**src/cbsc_pkg.sv**
```systemverilog
// Shared constants for the bus special-cycle and ownership block.
package cbsc_pkg;
   // Register offsets on the plain register port.
   localparam logic [7:0]  REG_CONFIG       = 8'h00;
   localparam logic [7:0]  REG_STATUS       = 8'h04;
   localparam logic [7:0]  REG_VECTOR       = 8'h08;
   // Field positions in the core configuration register.
   localparam int          CFG_KEN_EN       = 0;
   localparam int          CFG_INVALIDATE_ON_GRANT_BIT         = 1;
   localparam int          CFG_FLUSH_EN     = 2;
   localparam int          CFG_A20_EN       = 3;
   localparam int          CFG_NC0          = 4;
   localparam logic [4:0]  CFG_RST          = 5'h00;
   // Field positions in the status register.
   localparam int          STS_HALTED       = 0;
   localparam int          STS_SHUTDOWN     = 1;
   localparam int          STS_GRANT        = 2;
   localparam int          STS_LOCK         = 3;
   localparam int          STS_NMI_PEND     = 4;
   localparam int          STS_A20_MASKED   = 5;
   // Word addresses (A23..A1) of the special cycles.
   localparam logic [23:1] INTA1_ADDR       = 23'h000002;
   localparam logic [23:1] INTA2_ADDR       = 23'h000000;
   localparam logic [23:1] HALT_ADDR        = 23'h000001;
   localparam logic [23:1] SHUT_ADDR        = 23'h000000;
   // Last count of the four idle bus states between the two acknowledge cycles.
   localparam logic [1:0]  IRQ_ACK_CYCLE_GAP_LAST    = 2'h3;
   // Reset values of the synchronised pins (ready, hold, irq, nmi,
   // cacheable, flush, mask, data).
   localparam int          SYNC_W           = 23;
   localparam logic [22:0] SYNC_RST         = 23'h470000;
   // Bus state machine.
   typedef enum logic [2:0] {
      S_IDLE = 3'b000,
      S_T1   = 3'b001,
      S_T2   = 3'b010,
      S_HOLD = 3'b011,
      S_GAP  = 3'b100
   } cbsc_state_t;
   // Kind of the cycle being run.
   typedef enum logic [2:0] {
      K_CORE  = 3'b000,
      K_INTA1 = 3'b001,
      K_INTA2 = 3'b010,
      K_HALT  = 3'b011,
      K_SHUT  = 3'b100
   } cbsc_kind_t;
endpackage

```
**src/cbsc_sync.sv**
```systemverilog
// Two-flop synchroniser for a group of pin inputs.
module cbsc_sync #(
   parameter int              W       = 1,
   parameter logic [W-1:0]    RST_VAL = '0
) (
   input  wire logic          clk_i,
   input  wire logic          rst_n_i,
   input  wire logic [W-1:0]  d_i,
   output      logic [W-1:0]  q_o
);
   logic [W-1:0] meta_ff;

   // The first stage is read only by the second stage.
   always_ff @(posedge clk_i or negedge rst_n_i) begin
      if (!rst_n_i) begin
         meta_ff <= RST_VAL;
         q_o     <= RST_VAL;
      end else begin
         meta_ff <= d_i;
         q_o     <= meta_ff;
      end
   end
endmodule

```
**src/cbsc_bus_special.sv**
```systemverilog
// Special bus cycles, cache qualification, bit 20 masking and hold.
// Functional notes
// RQ1 - Lock blocks bus surrender; set for locked RMW and acknowledges.
// RQ2 - Lock rises on edge starting first locked cycle, drops at last ready.
// RQ3 - Enabled maskable request runs two locked read-like acknowledge cycles.
// RQ4 - First acknowledge drives address 4h, second 0h, upper enable high.
// RQ5 - Exactly four idle states between acknowledges; lock held throughout.
// RQ6 - Vector byte taken from low data lines at second acknowledge end.
// RQ7 - Data lines float in acknowledges; first acknowledge data discarded.
// RQ8 - Halt runs an indication cycle at address 2h, unlocked, then stops.
// RQ9 - Halt cycle ends on ready; resume on enabled irq, nmi or reset.
// RQ10 - Fatal error runs shutdown cycle at 0h, ended by ready.
// RQ11 - Shutdown resumes only on nmi or reset, never on maskable request.
// RQ12 - Cache unlocked reads outside no-cache regions; input needs enable.
// RQ13 - Cacheable input sampled one clock before ready; fill one word.
// RQ14 - Invalidate on instructions, on grant with bit, on flush with bit.
// RQ15 - Flush sampled at phase 2 start, needs two clocks held.
// RQ16 - Bit 20 masked only with config bit, input asserted, paging off.
// RQ17 - Mask input sampled at phase 2, applied from next access.
// RQ18 - Low-region bit stops caching first 64K and 64K at 1M.
// RQ19 - Surrender floats bus, keeps grant, ignores most inputs.
// RQ20 - Hold sampled at phase 1 start; enter from idle, never while locked.
// RQ21 - Hold drop leaves to idle or first state; hold after reset honoured.
// RQ22 - Nmi rising edge in surrender latched, serviced after leaving.
// RQ23 - Double-rate clock divided by two into phase 1 and phase 2.
//
// Strobed register access and the register offsets were decided locally.
module cbsc_bus_special (
   input  wire logic        CLOCK_I,
   input  wire logic        RSTN_I,
   input  wire logic [7:0]  REG_ADDR_I,
   input  wire logic [31:0] REG_WDATA_I,
   input  wire logic        REG_WR_I,
   input  wire logic        REG_RD_I,
   output      logic [31:0] REG_RDATA_O,
   input  wire logic        CORE_REQ_I,
   input  wire logic [23:1] CORE_ADDR_I,
   input  wire logic        CORE_WR_I,
   input  wire logic        CORE_MIO_I,
   input  wire logic        CORE_DC_I,
   input  wire logic        CORE_BHE_N_I,
   input  wire logic        CORE_BLE_N_I,
   input  wire logic [15:0] CORE_WDATA_I,
   input  wire logic        CORE_LOCK_I,
   input  wire logic        CORE_LOCK_LAST_I,
   input  wire logic        CORE_NONCACHE_I,
   input  wire logic        CORE_IF_I,
   input  wire logic        CORE_PAGING_I,
   input  wire logic        CORE_HALT_I,
   input  wire logic        CORE_SHUTDOWN_I,
   input  wire logic        CORE_INVALIDATE_INSN_I,
   input  wire logic        CORE_WRITEBACK_INVALIDATE_INSN_I,
   input  wire logic        CORE_NMI_ACK_I,
   output      logic        CORE_DONE_O,
   output      logic [15:0] CORE_RDATA_O,
   output      logic        NMI_PEND_O,
   output      logic        HALTED_O,
   output      logic [7:0]  IRQ_VECTOR_O,
   output      logic        IRQ_VEC_VALID_O,
   output      logic        CACHE_FILL_O,
   output      logic [15:0] CACHE_FILL_DATA_O,
   output      logic        CACHE_INV_O,
   output      logic        A20_MASKED_O,
   input  wire logic        READY_N_I,
   input  wire logic        HOLD_I,
   input  wire logic        MASKABLE_IRQ_REQ_I,
   input  wire logic        NMI_I,
   input  wire logic        CACHEABLE_CYCLE_N_I,
   input  wire logic        FLUSH_N_I,
   input  wire logic        ADDR_BIT20_MASK_N_I,
   input  wire logic [15:0] DATA_I,
   output      logic        ADS_N_O,
   output      logic [23:1] ADDR_O,
   output      logic        UPPER_BYTE_ENABLE_N_O,
   output      logic        LOWER_BYTE_ENABLE_N_O,
   output      logic        MIO_O,
   output      logic        DC_O,
   output      logic        WR_O,
   output      logic        LOCK_N_O,
   output      logic        BUS_OE_O,
   output      logic [15:0] DATA_O,
   output      logic        DATA_OE_O,
   output      logic        BUS_GRANT_ACK_O
);
   logic                 rst_meta_ff;
   logic                 rst_n;
   logic [22:0]          pin_s;
   logic                 ready_s, hold_s, irq_s, nmi_s;
   logic                 ken_s, flush_s, addr_bit20_mask_n_s;
   logic [15:0]          data_s;
   logic                 phase_ff;
   logic                 st_end;
   cbsc_pkg::cbsc_state_t state_ff, nxt_state;
   cbsc_pkg::cbsc_kind_t  kind_ff, nxt_kind, pick_kind;
   logic                 pick_ok;
   logic                 start;
   logic                 cyc_end;
   logic [1:0]           gap_cnt_ff;
   logic                 lock_ff, lock_last_ff, cyc_rd_mem_ff;
   logic                 ken_smp_ff;
   logic                 halt_pend_ff, shut_pend_ff;
   logic                 halted_ff, shut_ff;
   logic                 nmi_prev_ff, nmi_pend_ff;
   logic                 flush_prev_ff;
   logic                 a20_req_ff, a20_cur_ff;
   logic [4:0]           cfg_ff;
   logic [7:0]           vector_ff;
   logic                 irq_go, core_go, low_region, cacheable;

   // Reset is asserted at once and released through two flops.
   always_ff @(posedge CLOCK_I or negedge RSTN_I) begin
      if (!RSTN_I) begin
         rst_meta_ff <= 1'b0;
         rst_n       <= 1'b0;
      end else begin
         rst_meta_ff <= 1'b1;
         rst_n       <= rst_meta_ff;
      end
   end

   // All system pins are synchronised before any logic reads them.
   cbsc_sync #(.W(cbsc_pkg::SYNC_W), .RST_VAL(cbsc_pkg::SYNC_RST)) u_sync (
      .clk_i   (CLOCK_I),
      .rst_n_i (rst_n),
      .d_i     ({READY_N_I, HOLD_I, MASKABLE_IRQ_REQ_I, NMI_I,
                 CACHEABLE_CYCLE_N_I, FLUSH_N_I, ADDR_BIT20_MASK_N_I,
                 DATA_I}),
      .q_o     (pin_s)
   );
   assign ready_s = !pin_s[22];
   assign hold_s  = pin_s[21];
   assign irq_s   = pin_s[20];
   assign nmi_s   = pin_s[19];
   assign ken_s   = !pin_s[18];
   assign flush_s = !pin_s[17];
   assign addr_bit20_mask_n_s  = !pin_s[16];
   assign data_s  = pin_s[15:0];

   // Phase 1 is phase_ff low; a bus state ends on the phase 2 edge.
   always_ff @(posedge CLOCK_I or negedge rst_n) begin
      if (!rst_n) phase_ff <= 1'b0;
      else        phase_ff <= !phase_ff; // [RQ23]
   end
   assign st_end  = phase_ff;
   assign cyc_end = (state_ff == cbsc_pkg::S_T2) && st_end && ready_s;

   // Shutdown blocks acknowledges; halt still accepts an enabled irq.
   assign irq_go  = irq_s && CORE_IF_I && !shut_ff && !lock_ff; // [RQ3] [RQ11]
   assign core_go = CORE_REQ_I && !halted_ff && !shut_ff;

   // Priority of the next cycle: shutdown, halt, acknowledge, core.
   always_comb begin
      pick_ok   = 1'b1;
      pick_kind = cbsc_pkg::K_CORE;
      if (shut_pend_ff)      pick_kind = cbsc_pkg::K_SHUT; // [RQ10]
      else if (halt_pend_ff) pick_kind = cbsc_pkg::K_HALT; // [RQ8]
      else if (irq_go)       pick_kind = cbsc_pkg::K_INTA1; // [RQ3]
      else if (!core_go)     pick_ok   = 1'b0;
   end

   // Bus state sequencing; hold is checked on the phase 1 start edge.
   always_comb begin
      nxt_state = state_ff;
      nxt_kind  = kind_ff;
      start     = 1'b0;
      unique case (state_ff)
         cbsc_pkg::S_IDLE: begin
            if (st_end && hold_s && !lock_ff) begin
               nxt_state = cbsc_pkg::S_HOLD; // [RQ20] [RQ1] [RQ21]
            end else if (st_end && pick_ok) begin
               nxt_state = cbsc_pkg::S_T1;
               nxt_kind  = pick_kind;
               start     = 1'b1;
            end
         end
         cbsc_pkg::S_T1: begin
            if (st_end) nxt_state = cbsc_pkg::S_T2;
         end
         cbsc_pkg::S_T2: begin
            if (cyc_end) begin
               if (kind_ff == cbsc_pkg::K_INTA1) nxt_state = cbsc_pkg::S_GAP;
               else                              nxt_state = cbsc_pkg::S_IDLE;
            end
         end
         cbsc_pkg::S_GAP: begin
            if (st_end && gap_cnt_ff == cbsc_pkg::IRQ_ACK_CYCLE_GAP_LAST) begin
               nxt_state = cbsc_pkg::S_T1; // [RQ5]
               nxt_kind  = cbsc_pkg::K_INTA2;
               start     = 1'b1;
            end
         end
         cbsc_pkg::S_HOLD: begin
            if (st_end && !hold_s) begin
               nxt_state = cbsc_pkg::S_IDLE; // [RQ21]
               if (pick_ok) begin
                  nxt_state = cbsc_pkg::S_T1;
                  nxt_kind  = pick_kind;
                  start     = 1'b1;
               end
            end
         end
         default: nxt_state = cbsc_pkg::S_IDLE;
      endcase
   end

   // State, kind and the idle-state counter between acknowledges.
   always_ff @(posedge CLOCK_I or negedge rst_n) begin
      if (!rst_n) begin
         state_ff   <= cbsc_pkg::S_IDLE;
         kind_ff    <= cbsc_pkg::K_CORE;
         gap_cnt_ff <= 2'h0;
      end else begin
         state_ff <= nxt_state;
         kind_ff  <= nxt_kind;
         if (state_ff != cbsc_pkg::S_GAP) gap_cnt_ff <= 2'h0;
         else if (st_end)                 gap_cnt_ff <= gap_cnt_ff + 2'h1;
      end
   end

   // Lock rises with the edge that enters the first locked T1.
   always_ff @(posedge CLOCK_I or negedge rst_n) begin
      if (!rst_n) begin
         lock_ff      <= 1'b0;
         lock_last_ff <= 1'b0;
         LOCK_N_O     <= 1'b1;
      end else if (start) begin
         if (nxt_kind == cbsc_pkg::K_INTA1 ||
             (nxt_kind == cbsc_pkg::K_CORE && CORE_LOCK_I)) begin
            lock_ff  <= 1'b1; // [RQ2] [RQ1]
            LOCK_N_O <= 1'b0;
         end
         lock_last_ff <= (nxt_kind == cbsc_pkg::K_CORE) && CORE_LOCK_LAST_I;
      end else if (cyc_end &&
                   (kind_ff == cbsc_pkg::K_INTA2 || lock_last_ff)) begin
         lock_ff  <= 1'b0; // [RQ2] [RQ5]
         LOCK_N_O <= 1'b1;
      end
   end

   // Pin drive; everything floats while the bus is surrendered.
   always_ff @(posedge CLOCK_I or negedge rst_n) begin
      if (!rst_n) begin
         ADS_N_O               <= 1'b1;
         ADDR_O                <= 23'h000000;
         UPPER_BYTE_ENABLE_N_O <= 1'b1;
         LOWER_BYTE_ENABLE_N_O <= 1'b1;
         MIO_O                 <= 1'b0;
         DC_O                  <= 1'b0;
         WR_O                  <= 1'b0;
         DATA_O                <= 16'h0000;
         DATA_OE_O             <= 1'b0;
         BUS_OE_O              <= 1'b1;
         BUS_GRANT_ACK_O       <= 1'b0;
         cyc_rd_mem_ff         <= 1'b0;
      end else begin
         BUS_OE_O        <= (nxt_state != cbsc_pkg::S_HOLD); // [RQ19]
         BUS_GRANT_ACK_O <= (nxt_state == cbsc_pkg::S_HOLD); // [RQ19]
         if (start) begin
            ADS_N_O               <= 1'b0;
            UPPER_BYTE_ENABLE_N_O <= 1'b1; // [RQ4] [RQ8] [RQ10]
            LOWER_BYTE_ENABLE_N_O <= 1'b0;
            MIO_O                 <= 1'b1;
            DC_O                  <= 1'b0;
            WR_O                  <= 1'b1;
            DATA_OE_O             <= 1'b0; // [RQ7]
            cyc_rd_mem_ff         <= 1'b0;
            unique case (nxt_kind)
               cbsc_pkg::K_INTA1: begin
                  ADDR_O <= cbsc_pkg::INTA1_ADDR; // [RQ4]
                  MIO_O  <= 1'b0;
                  WR_O   <= 1'b0;
               end
               cbsc_pkg::K_INTA2: begin
                  ADDR_O <= cbsc_pkg::INTA2_ADDR; // [RQ4]
                  MIO_O  <= 1'b0;
                  WR_O   <= 1'b0;
               end
               cbsc_pkg::K_HALT: ADDR_O <= cbsc_pkg::HALT_ADDR; // [RQ8]
               cbsc_pkg::K_SHUT: ADDR_O <= cbsc_pkg::SHUT_ADDR; // [RQ10]
               default: begin
                  ADDR_O     <= CORE_ADDR_I;
                  ADDR_O[20] <= CORE_ADDR_I[20] && !a20_req_ff; // [RQ17]
                  UPPER_BYTE_ENABLE_N_O <= CORE_BHE_N_I;
                  LOWER_BYTE_ENABLE_N_O <= CORE_BLE_N_I;
                  MIO_O      <= CORE_MIO_I;
                  DC_O       <= CORE_DC_I;
                  WR_O       <= CORE_WR_I;
                  DATA_O     <= CORE_WDATA_I;
                  DATA_OE_O  <= CORE_WR_I;
                  cyc_rd_mem_ff <= CORE_MIO_I && !CORE_WR_I && !CORE_LOCK_I;
               end
            endcase
         end else begin
            if (st_end) ADS_N_O <= 1'b1;
            if (cyc_end) DATA_OE_O <= 1'b0;
         end
      end
   end

   // Cacheable input is taken at the phase 1 edge of T2.
   always_ff @(posedge CLOCK_I or negedge rst_n) begin
      if (!rst_n) ken_smp_ff <= 1'b0;
      else if (state_ff == cbsc_pkg::S_T2 && !phase_ff)
         ken_smp_ff <= ken_s; // [RQ13]
   end
   assign low_region = (ADDR_O[23:16] == 8'h00) || (ADDR_O[23:16] == 8'h10);
   assign cacheable  = cyc_rd_mem_ff && !CORE_NONCACHE_I && // [RQ12]
                       ken_smp_ff && cfg_ff[cbsc_pkg::CFG_KEN_EN] &&
                       !(cfg_ff[cbsc_pkg::CFG_NC0] && low_region); // [RQ18]

   // Results of an ended cycle toward the core and the cache.
   always_ff @(posedge CLOCK_I or negedge rst_n) begin
      if (!rst_n) begin
         CORE_DONE_O       <= 1'b0;
         CORE_RDATA_O      <= 16'h0000;
         CACHE_FILL_O      <= 1'b0;
         CACHE_FILL_DATA_O <= 16'h0000;
         IRQ_VEC_VALID_O   <= 1'b0;
         vector_ff         <= 8'h00;
      end else begin
         CORE_DONE_O     <= cyc_end && (kind_ff == cbsc_pkg::K_CORE);
         CACHE_FILL_O    <= cyc_end && cacheable &&
                            (kind_ff == cbsc_pkg::K_CORE); // [RQ13]
         IRQ_VEC_VALID_O <= cyc_end && (kind_ff == cbsc_pkg::K_INTA2);
         if (cyc_end && kind_ff == cbsc_pkg::K_CORE) begin
            CORE_RDATA_O      <= data_s;
            CACHE_FILL_DATA_O <= data_s; // [RQ13]
         end
         if (cyc_end && kind_ff == cbsc_pkg::K_INTA2)
            vector_ff <= data_s[7:0]; // [RQ6]
      end
   end
   assign IRQ_VECTOR_O = vector_ff;

   // Halt and shutdown; a new event wins over a clearing wake-up.
   always_ff @(posedge CLOCK_I or negedge rst_n) begin
      if (!rst_n) begin
         halt_pend_ff <= 1'b0;
         shut_pend_ff <= 1'b0;
         halted_ff    <= 1'b0;
         shut_ff      <= 1'b0;
      end else begin
         if (CORE_HALT_I) halt_pend_ff <= 1'b1;
         else if (start && nxt_kind == cbsc_pkg::K_HALT) halt_pend_ff <= 1'b0;
         if (CORE_SHUTDOWN_I) shut_pend_ff <= 1'b1;
         else if (start && nxt_kind == cbsc_pkg::K_SHUT) shut_pend_ff <= 1'b0;
         if (cyc_end && kind_ff == cbsc_pkg::K_HALT)
            halted_ff <= 1'b1; // [RQ9]
         else if ((irq_s && CORE_IF_I) || nmi_pend_ff) halted_ff <= 1'b0;
         if (cyc_end && kind_ff == cbsc_pkg::K_SHUT) shut_ff <= 1'b1;
         else if (nmi_pend_ff) shut_ff <= 1'b0; // [RQ11]
      end
   end
   // Registered so the core never sees a glitch between the two flags.
   always_ff @(posedge CLOCK_I or negedge rst_n) begin
      if (!rst_n) HALTED_O <= 1'b0;
      else        HALTED_O <= halted_ff || shut_ff; // [RQ9] [RQ11]
   end

   // Nmi edges are kept and offered to the core outside surrender.
   always_ff @(posedge CLOCK_I or negedge rst_n) begin
      if (!rst_n) begin
         nmi_prev_ff <= 1'b0;
         nmi_pend_ff <= 1'b0;
         NMI_PEND_O  <= 1'b0;
      end else begin
         nmi_prev_ff <= nmi_s;
         if (nmi_s && !nmi_prev_ff) nmi_pend_ff <= 1'b1; // [RQ22]
         else if (CORE_NMI_ACK_I)   nmi_pend_ff <= 1'b0;
         NMI_PEND_O <= nmi_pend_ff && (state_ff != cbsc_pkg::S_HOLD) &&
                       !CORE_NMI_ACK_I; // [RQ22]
      end
   end

   // Flush and bit 20 mask are sampled at the phase 2 start edge.
   always_ff @(posedge CLOCK_I or negedge rst_n) begin
      if (!rst_n) begin
         flush_prev_ff <= 1'b0;
         CACHE_INV_O   <= 1'b0;
         a20_req_ff    <= 1'b0;
         a20_cur_ff    <= 1'b0;
      end else begin
         flush_prev_ff <= flush_s;
         CACHE_INV_O   <= CORE_INVALIDATE_INSN_I || CORE_WRITEBACK_INVALIDATE_INSN_I || // [RQ14]
            (cfg_ff[cbsc_pkg::CFG_INVALIDATE_ON_GRANT_BIT] && state_ff != cbsc_pkg::S_HOLD &&
             nxt_state == cbsc_pkg::S_HOLD) ||
            (cfg_ff[cbsc_pkg::CFG_FLUSH_EN] && !phase_ff && flush_s &&
             flush_prev_ff); // [RQ15]
         if (!phase_ff)
            a20_req_ff <= cfg_ff[cbsc_pkg::CFG_A20_EN] && addr_bit20_mask_n_s &&
                          !CORE_PAGING_I; // [RQ16] [RQ17]
         if (start) a20_cur_ff <= a20_req_ff;
      end
   end
   assign A20_MASKED_O = a20_req_ff;

   // Register port: configuration is writable, the rest read only.
   always_ff @(posedge CLOCK_I or negedge rst_n) begin
      if (!rst_n) begin
         cfg_ff      <= cbsc_pkg::CFG_RST;
         REG_RDATA_O <= 32'h00000000;
      end else begin
         if (REG_WR_I && REG_ADDR_I == cbsc_pkg::REG_CONFIG)
            cfg_ff <= REG_WDATA_I[4:0];
         REG_RDATA_O <= 32'h00000000;
         if (REG_RD_I) begin
            unique case (REG_ADDR_I)
               cbsc_pkg::REG_CONFIG: REG_RDATA_O <= {27'h0000000, cfg_ff};
               cbsc_pkg::REG_STATUS: REG_RDATA_O <= {26'h0000000,
                  a20_req_ff, nmi_pend_ff, lock_ff,
                  state_ff == cbsc_pkg::S_HOLD, shut_ff, halted_ff};
               cbsc_pkg::REG_VECTOR: REG_RDATA_O <= {24'h000000, vector_ff};
               default: REG_RDATA_O <= 32'h00000000;
            endcase
         end
      end
   end
endmodule

```
**config.mk**
```make
export PLATFORM = sky130hd
export DESIGN_NAME = cbsc_bus_special
export DESIGN_NICKNAME = d
export VERILOG_FILES = /design/src/cbsc_pkg.sv /design/src/cbsc_sync.sv /design/src/cbsc_bus_special.sv
export SDC_FILE = /design/constraint.sdc
export NUM_CORES = 1
export LEC_CHECK = 0
export BUFFER_PORTS_ARGS = -buffer_cell sky130_fd_sc_hd__buf_2
export CAP_MARGIN = 25
export CORE_MARGIN = 3
export CORE_UTILIZATION = 44
export CTS_CLUSTER_DIAMETER = 80
export DETAILED_ROUTE_END_ITERATION = 6
export PLACE_DENSITY = 0.77
export SLEW_MARGIN = 30
export SYNTH_ARGS = -nofsm -noshare
export SYNTH_HDL_FRONTEND = slang
export SYNTH_SLANG_ARGS = --single-unit
```
**constraint.sdc**
```tcl
create_clock -name CLOCK_I -period 4.95 [get_ports CLOCK_I]
set_clock_uncertainty 0.2 [all_clocks]
set_input_delay 0.99 -clock CLOCK_I [delete_from_list [all_inputs] [get_ports CLOCK_I]]
set_output_delay 0.99 -clock CLOCK_I [all_outputs]
set_load 0.05 [all_outputs]
```
==> impl_results.md, run 1 <==
- Sort of element at the end of the critical path: register
- Final total negative setup slack: 0 ps
- Xor/xnor share of the synthesized area: 0.140%
- Setup violations, final: 0
- Critical path, cell by cell: buf_2 > nor3b_1 > nor4_2 > o211a_1 > o21ai_1 > o31a_4 > inv_6 > nor4_4 > buf_4 > mux2_2
- Launching instance or port of the critical path: CORE_REQ_I
- Core area: 0.0136 sq mm
- Maximum number of pins on one net before global-route repair: 61
- Sink count of the clock tree: 161
- Data required time at the worst endpoint: between 5000 and 6000 ps
- Worst supply voltage drop on vdd: 547 uV
- Synth unique cells: 65
- # hold bufs at CTS: 0
- Final critical delay including setup and external delays: 3300 ps
- Timing-limited maximum frequency: approximately 300 MHz
- Global-route wire length before repair: 23.1 mm
- Layout cell share with drive strength beyond 1: 43.8%
- Post-detailed-route count of antenna-violating nets: 0
- Max-capacitance violation count: 0
- #FFs+latches synth: 161
- Compound-cell area share of the yosys netlist: 9.58%
- Number of ports placed on the die boundary: 250
- Area added between synthesis and finish: 25.4%
- Net count reported at finish: 782
- Vertical extent of the die: 125 microns
- Worst hold-check slack: 125 ps
- Detail Placement HPWL: 10.4 mm
- Status: completed
- Die X: around 130 microns
- Fraction of synthesized area in multiplexers: 8.23%
- Power density over the cells: a little over 700 mW/mm^2
- Instance count of the mapped netlist: 471
- Count of input and output buffers: 198
- Synth area leader: dfrtp_1
- DR pass1 iterations: 4
- Vias per cell: 5.07
- Row count: 42
- Total number of H-tree levels: 4
- Worst path arrival time: 3410 ps
- Top-area cell type share of the netlist area: 59.3%
- Final clock period utilization by the worst path: around two thirds
- Filler cell count: around 1100
- Unrepaired setup endpoints after global routing: false
- Avg WL per Cell: 17.1 microns
- Clock-pin slew on the worst setup and hold paths: ~60 ps
- Most frequent cell after synthesis: dfrtp_1
- Adder-cell area share of the yosys netlist: 0.200%
- Clock latency on the worst-skew pair: 420 ps
- Transition time of the tightest slew-check pin: 830 ps
- Cell with the largest stage delay on the worst path: buf_4
- Worst rel slew slack: roughly 44%
- CTS tree: built
- Path type of the worst setup path: input pin to register
- Static Leak: 3.96 nW
- Yosys Warn Count: 0
- Worst hold path type: register to async pin
- Count of endpoints failing hold in the final timing report: 0
- Cell area after synthesis: 0.00625 sq mm
- Via count: 4303
- Post-synth EDFFs: 0
- Ant. Diodes: 0
- Clk Tree Root Cell: clkbuf_16
- Cell types with the largest area share after synthesis: dfrtp_1 59%, dfstp_2 5.5%, buf_4 4.8%
- Share of the yosys chip area belonging to registers: roughly 65%
- Via count of the first global-routing pass: between 4000 and 5000
- Dominant combinational cell family by area after synthesis: simple AND/OR/NAND/NOR gates
- PostCTS Resize Cnt: 0
- GRT Total Usage: 18.7%
- Number of antenna violations at the first check in global routing: 1
- Total wirelength of the detailed-routed design: 14.5 mm
- Total setup buffers inserted after CTS: 0
- Commonest cells in the synthesized netlist: 148 x dfrtp_1, 40 x buf_4, 37 x nand2_1, 27 x nor2_1, 24 x mux2_2
- Post-synth top flop: dfrtp_1
- Simple-gate share of the synthesized area: 10.1%
- Crit-path max FO: 43
- Avg Cell Area, Syn: between 10 and 15 sq um
- Critical register-to-register path startpoint: phase_ff
- Final GP Congestion: ~0.84
- Drc violations: 0
- Pins over their slew limit: 0
- Global route total overflow: 0
- Effective utilization at floorplan: 46.1%
- Maximum clock insertion buffer count: 2
- Final core utilization: 57.8%
- Worst path max stage delay: roughly 490 ps
- Category of the worst setup path launch point: input pin
- Area of the die: 0.0157 sq mm
- Number of clock buffers inserted by TritonCTS: 17
- Count of routing violations after the opening detailed-route iteration: 215
- Async set or reset register ratio after synthesis: 100%
layer usage:
layer | GRT usage [%] | vias to the layer above | routed length [microns]
met5 | 0 | - | 9
met4 | 7.97 | 2 | 332
met3 | 5.88 | 33 | 1040
met2 | 31.5 | 188 | 7420
met1 | 22.2 | 2114 | 5680
li1 | - | 1966 | -
per-stage QoR:
step	total power [mW]	setup WS, ps	cells	cell area, sq um
after floorplan	3.72	1680	494	6330
after global placement	4.13	1270	816	7200
after detailed placement	4.17	1210	816	7210
after CTS	5.57	1640	848	7840
after global routing	5.75	1510	848	7840
final	5.53	1650	848	7840
cell type report:
| class | instances | area [sq um] | share of cell area (%) |
|---|---|---|---|
| inverter | 10 | 42.5 | 0.543 |
| timing repair buffer | 203 | 1030 | 13.1 |
| multi-input combinational | 266 | 1870 | 23.8 |
| tap | 176 | 220 | 2.81 |
| clock buffer | 20 | 447 | 5.70 |
| clock inverter | 12 | 183 | 2.33 |
| sequential | 161 | 4050 | 51.7 |
power by group:
part	total [mW]	switching (mW)	leakage [nW]	internal, mW
registers	1.94	0.272	1.98	1.67
clock network	1.38	0.523	0.297	0.860
logic	2.20	1.67	1.69	0.536
total	5.53	2.46	3.96	3.07
cells in the final DEF (no fill, tap or decap), types with 3 or more instances in the layout:
master      count
a21oi_1        11
mux2_1          3
nand3b_1        3
mux2_4         10
bufinv_16       4
nand3_1         5
and3_1          4
dfstp_2        13
clkbuf_16      17
inv_1           9
nand2b_1        6
nor2_1         26
buf_4           5
o21ai_0        14
and2_1          3
mux2i_1         6
a22o_1         23
clkinvlp_4      3
o31ai_1         3
conb_1         25
or3_1           5
nor3b_1         3
mux2_2         24
nand2_1        37
clkinv_4        3
dfrtp_1       147
buf_2         198
nor2b_1         3
worst max-delay path, delay by kind of cell:
| kind | cells | cell delay, ps |
|---|---|---|
| AOI/OAI and AO/OA | 3 | 610 |
| and+or+nand+nor | 3 | 770 |
| muxes | 1 | 390 |
| buffers and inverters | 3 | 610 |
path summary, 6_finish.rpt:
path | end | slack (ps) | cells after the start
setup / recovery | DATA_O[1] | 1650 | 10
hold / removal | ADDR_O[15] | 120 | 0
setup reg to reg | DATA_O[1] | 1780 | 9
hold reg to reg | ADDR_O[15] | 120 | 0
max in group asynchronous | state_ff[0] | 3250 | 1
min in group CLOCK_I | u_sync.q_o[3] | 150 | 0
state kept, by name (all words and copies together), names as in the netlist, 2 cells and up:
name and cells:
u_sync.q_o 23, kind_ff 3, REG_RDATA_O 8, ADDR_O 23
gap_cnt_ff 2, cfg_ff 5, state_ff 3, CACHE_FILL_DATA_O 16
IRQ_VECTOR_O 8, u_sync.meta_ff 23, DATA_O 16
kinds of logic after synthesis:
group,after synthesis
other cells,2
mux,43
buf+inv,67
simple gates,116
compound gates,80
flops,161
xor+xnor,1
fa+ha+maj,1
(Power assumes the default switching activity.)
==> run 2: changes to the inputs <==
- CORE_UTILIZATION: 44 -> 48
- PLACE_DENSITY: 0.77 -> 0.79
- clock period: 4.95 -> 3.4 ns (I/O delays scaled with it)
==> run 2 against run 1 <==
  * Wire length down 0.95%
  * Core utilization up 4.3 points
  * Cell count did not move
  * Design area grew 0.46%
  * Register-to-register slack worse by 1300 ps
  * Worst setup slack got worse by 1200 ps
  * Clock-buffer cell count stayed put
  * Total power is 45% higher
  * Worst hold slack better by 22 ps
  * Non-clock buffer count rose by 4
  * Sequential cell count is the same
  * Largest cell class unchanged
  * Largest power group unchanged
==> impl_results.md, run 2 (synthesis gave the netlist of run 1 again) <==
- Total wirelength of the detailed-routed design: 14.3 mm
- Sink count of the clock tree: between 150 and 200
- Global-route wire length before repair: 23.0 mm
- Registers with the most flip-flops: ADDR_O (23), u_sync.meta_ff (23), u_sync.q_o (23)
- Most common cell after layout, fill and taps aside: buf_2
- Path type of the worst setup path: register to register
- Power density over the cells: 1020 mW/mm^2
- Area added between synthesis and finish: 26.0%
- Worst hold path type: register to register
- Critical path, cell by cell: and2_0 > nor2_1 > o221a_2 > o21ai_1 > o31a_4 > inv_6 > nor4_4 > buf_12 > mux2_2
- Total length of routed met3 wires: 924 microns
- Global route total overflow: 0
- Vias per cell: 5.09
- Clk Tree Root Cell: clkbuf_16
- Maximum number of pins on one net before global-route repair: 59
- Via count of the first global-routing pass: about 4600
- Final GP Congestion: 0.848
- Highest metal used: met5
- Unrepaired setup endpoints after global routing: false
- Final clock period utilization by the worst path: ~87%
- Number of antenna violations at the first check in global routing: 2
- Cell with the largest stage delay on the worst path: dfrtp_1
- Max-capacitance violation count: 0
- Maximum clock insertion buffer count: 2
- Worst hold-check slack: approximately 150 ps
- Filler cell count: a little under 1000
- Worst supply voltage drop on vdd: 785 uV
- Commonest non-fill, non-tap cells in the layout: 198 x buf_2, 147 x dfrtp_1, 37 x nand2_1
- Pins over their slew limit: 0
- CP delay by family, top: simple AND/OR/NAND/NOR gates
- Worst path max stage delay: 580 ps
- Count of input and output buffers: 198
- CTS tree: built
- Metal2 WL: 7.31 mm
- Worst path arrival time: 3060 ps
- Final critical delay including setup and external delays: 2950 ps
- Post-detailed-route count of antenna-violating nets: 0
- Number of ports placed on the die boundary: 250
- Final total negative setup slack: 0 ps
- Count of buffering cells on the critical path with inverters included: 2
- Count of routing violations after the opening detailed-route iteration: 251
- Static Leak: 3.98 nW
- GRT Total Usage: 20.6%
- Met1 wire length: 5.75 mm
- Sort of element at the end of the critical path: register
- Category of the worst setup path launch point: register
- PostCTS Resize Cnt: 0
- Worst rel slew slack: 51.0%
- Setup violations, final: 0
- Count of endpoints failing hold in the final timing report: 0
- Clock latency on the worst-skew pair: 420 ps
- Status: completed
- Core area: 0.0127 sq mm
- Final core utilization: 62.1%
- Row count: 41
- Vertical extent of the die: 120 microns
- Transition time of the tightest slew-check pin: 735 ps
- Number of clock buffers inserted by TritonCTS: 17
- Avg WL per Cell: 16.9 microns
- Area of the die: 0.0144 sq mm
- Effective utilization at floorplan: 49.3%
- Die X: 120 microns
- Detail Placement HPWL: 10.2 mm
- Net count reported at finish: 786
- Layout cell share with drive strength beyond 1: 43.6%
- DR pass1 iterations: 4
- Crit-path max FO: 43
- Clock-pin slew on the worst setup and hold paths: 60 ps
- Ant. Diodes: 0
- Total number of H-tree levels: 4
- Timing-limited maximum frequency: 338 MHz
- Data required time at the worst endpoint: 3510 ps
- Via count: ~4300
- Drc violations: 0
run 2: worst register-to-register path, stage by stage (launching register included):
cell	delay, ps
dfrtp_1	580
and2_0	370
nor2_1	90
o221a_2	260
o21ai_1	160
o31a_4	210
inv_6	50
nor4_4	250
buf_12	270
mux2_2	390
run 2: report_power, final:
part | leakage, nW | total (mW) | internal, mW | switching, mW
registers | 1.98 | 2.84 | 2.43 | 0.407
logic | 1.71 | 3.20 | 0.783 | 2.42
clock network | 0.287 | 1.99 | 1.23 | 0.757
run 2: final timing paths:
check / startpoint / to / cells after the start / slack, ps
worst max-delay path: phase_ff / DATA_O[2] / 9 / 450
worst min-delay path: u_sync.meta_ff[10] / u_sync.q_o[10] / 0 / 150
worst max register to register: phase_ff / DATA_O[2] / 9 / 450
worst min register to register: u_sync.meta_ff[10] / u_sync.q_o[10] / 0 / 150
max in group asynchronous: rst_n / IRQ_VEC_VALID_O / 1 / 1980
min in group asynchronous: rst_n / ken_smp_ff / 0 / 190
run 2: area by class of cell:
type	count	area, sq um	share of cell area (%)
Sequential cell	161	4050	51.4
Multi-Input combinational cell	266	1860	23.6
Timing Repair Buffer	207	1090	13.8
Clock buffer	20	437	5.55
Tap cell	172	215	2.73
Clock inverter	12	181	2.30
Inverter	10	42.5	0.540
run 2: metrics by stage:
step	area, sq um	power [mW]	setup WS (ps)	cells
after floorplan	6330	5.41	443	494
after global placement	7240	6.01	292	815
after detailed placement	7240	6.07	198	815
after CTS	7870	8.08	407	848
after global routing	7870	8.33	288	848
final	7870	8.03	445	848
run 2: timing repair:
item,CTS,global route
buffers inserted,0,0
hold endpoints to repair,2,0
hold buffers,1,0
run 2: routing by layer:
layer	global-route usage (%)	up-vias
li1	-	1975
met1	25.0	2121
met2	34.4	185
met3	5.75	34
met4	8.95	4
met5	0	-
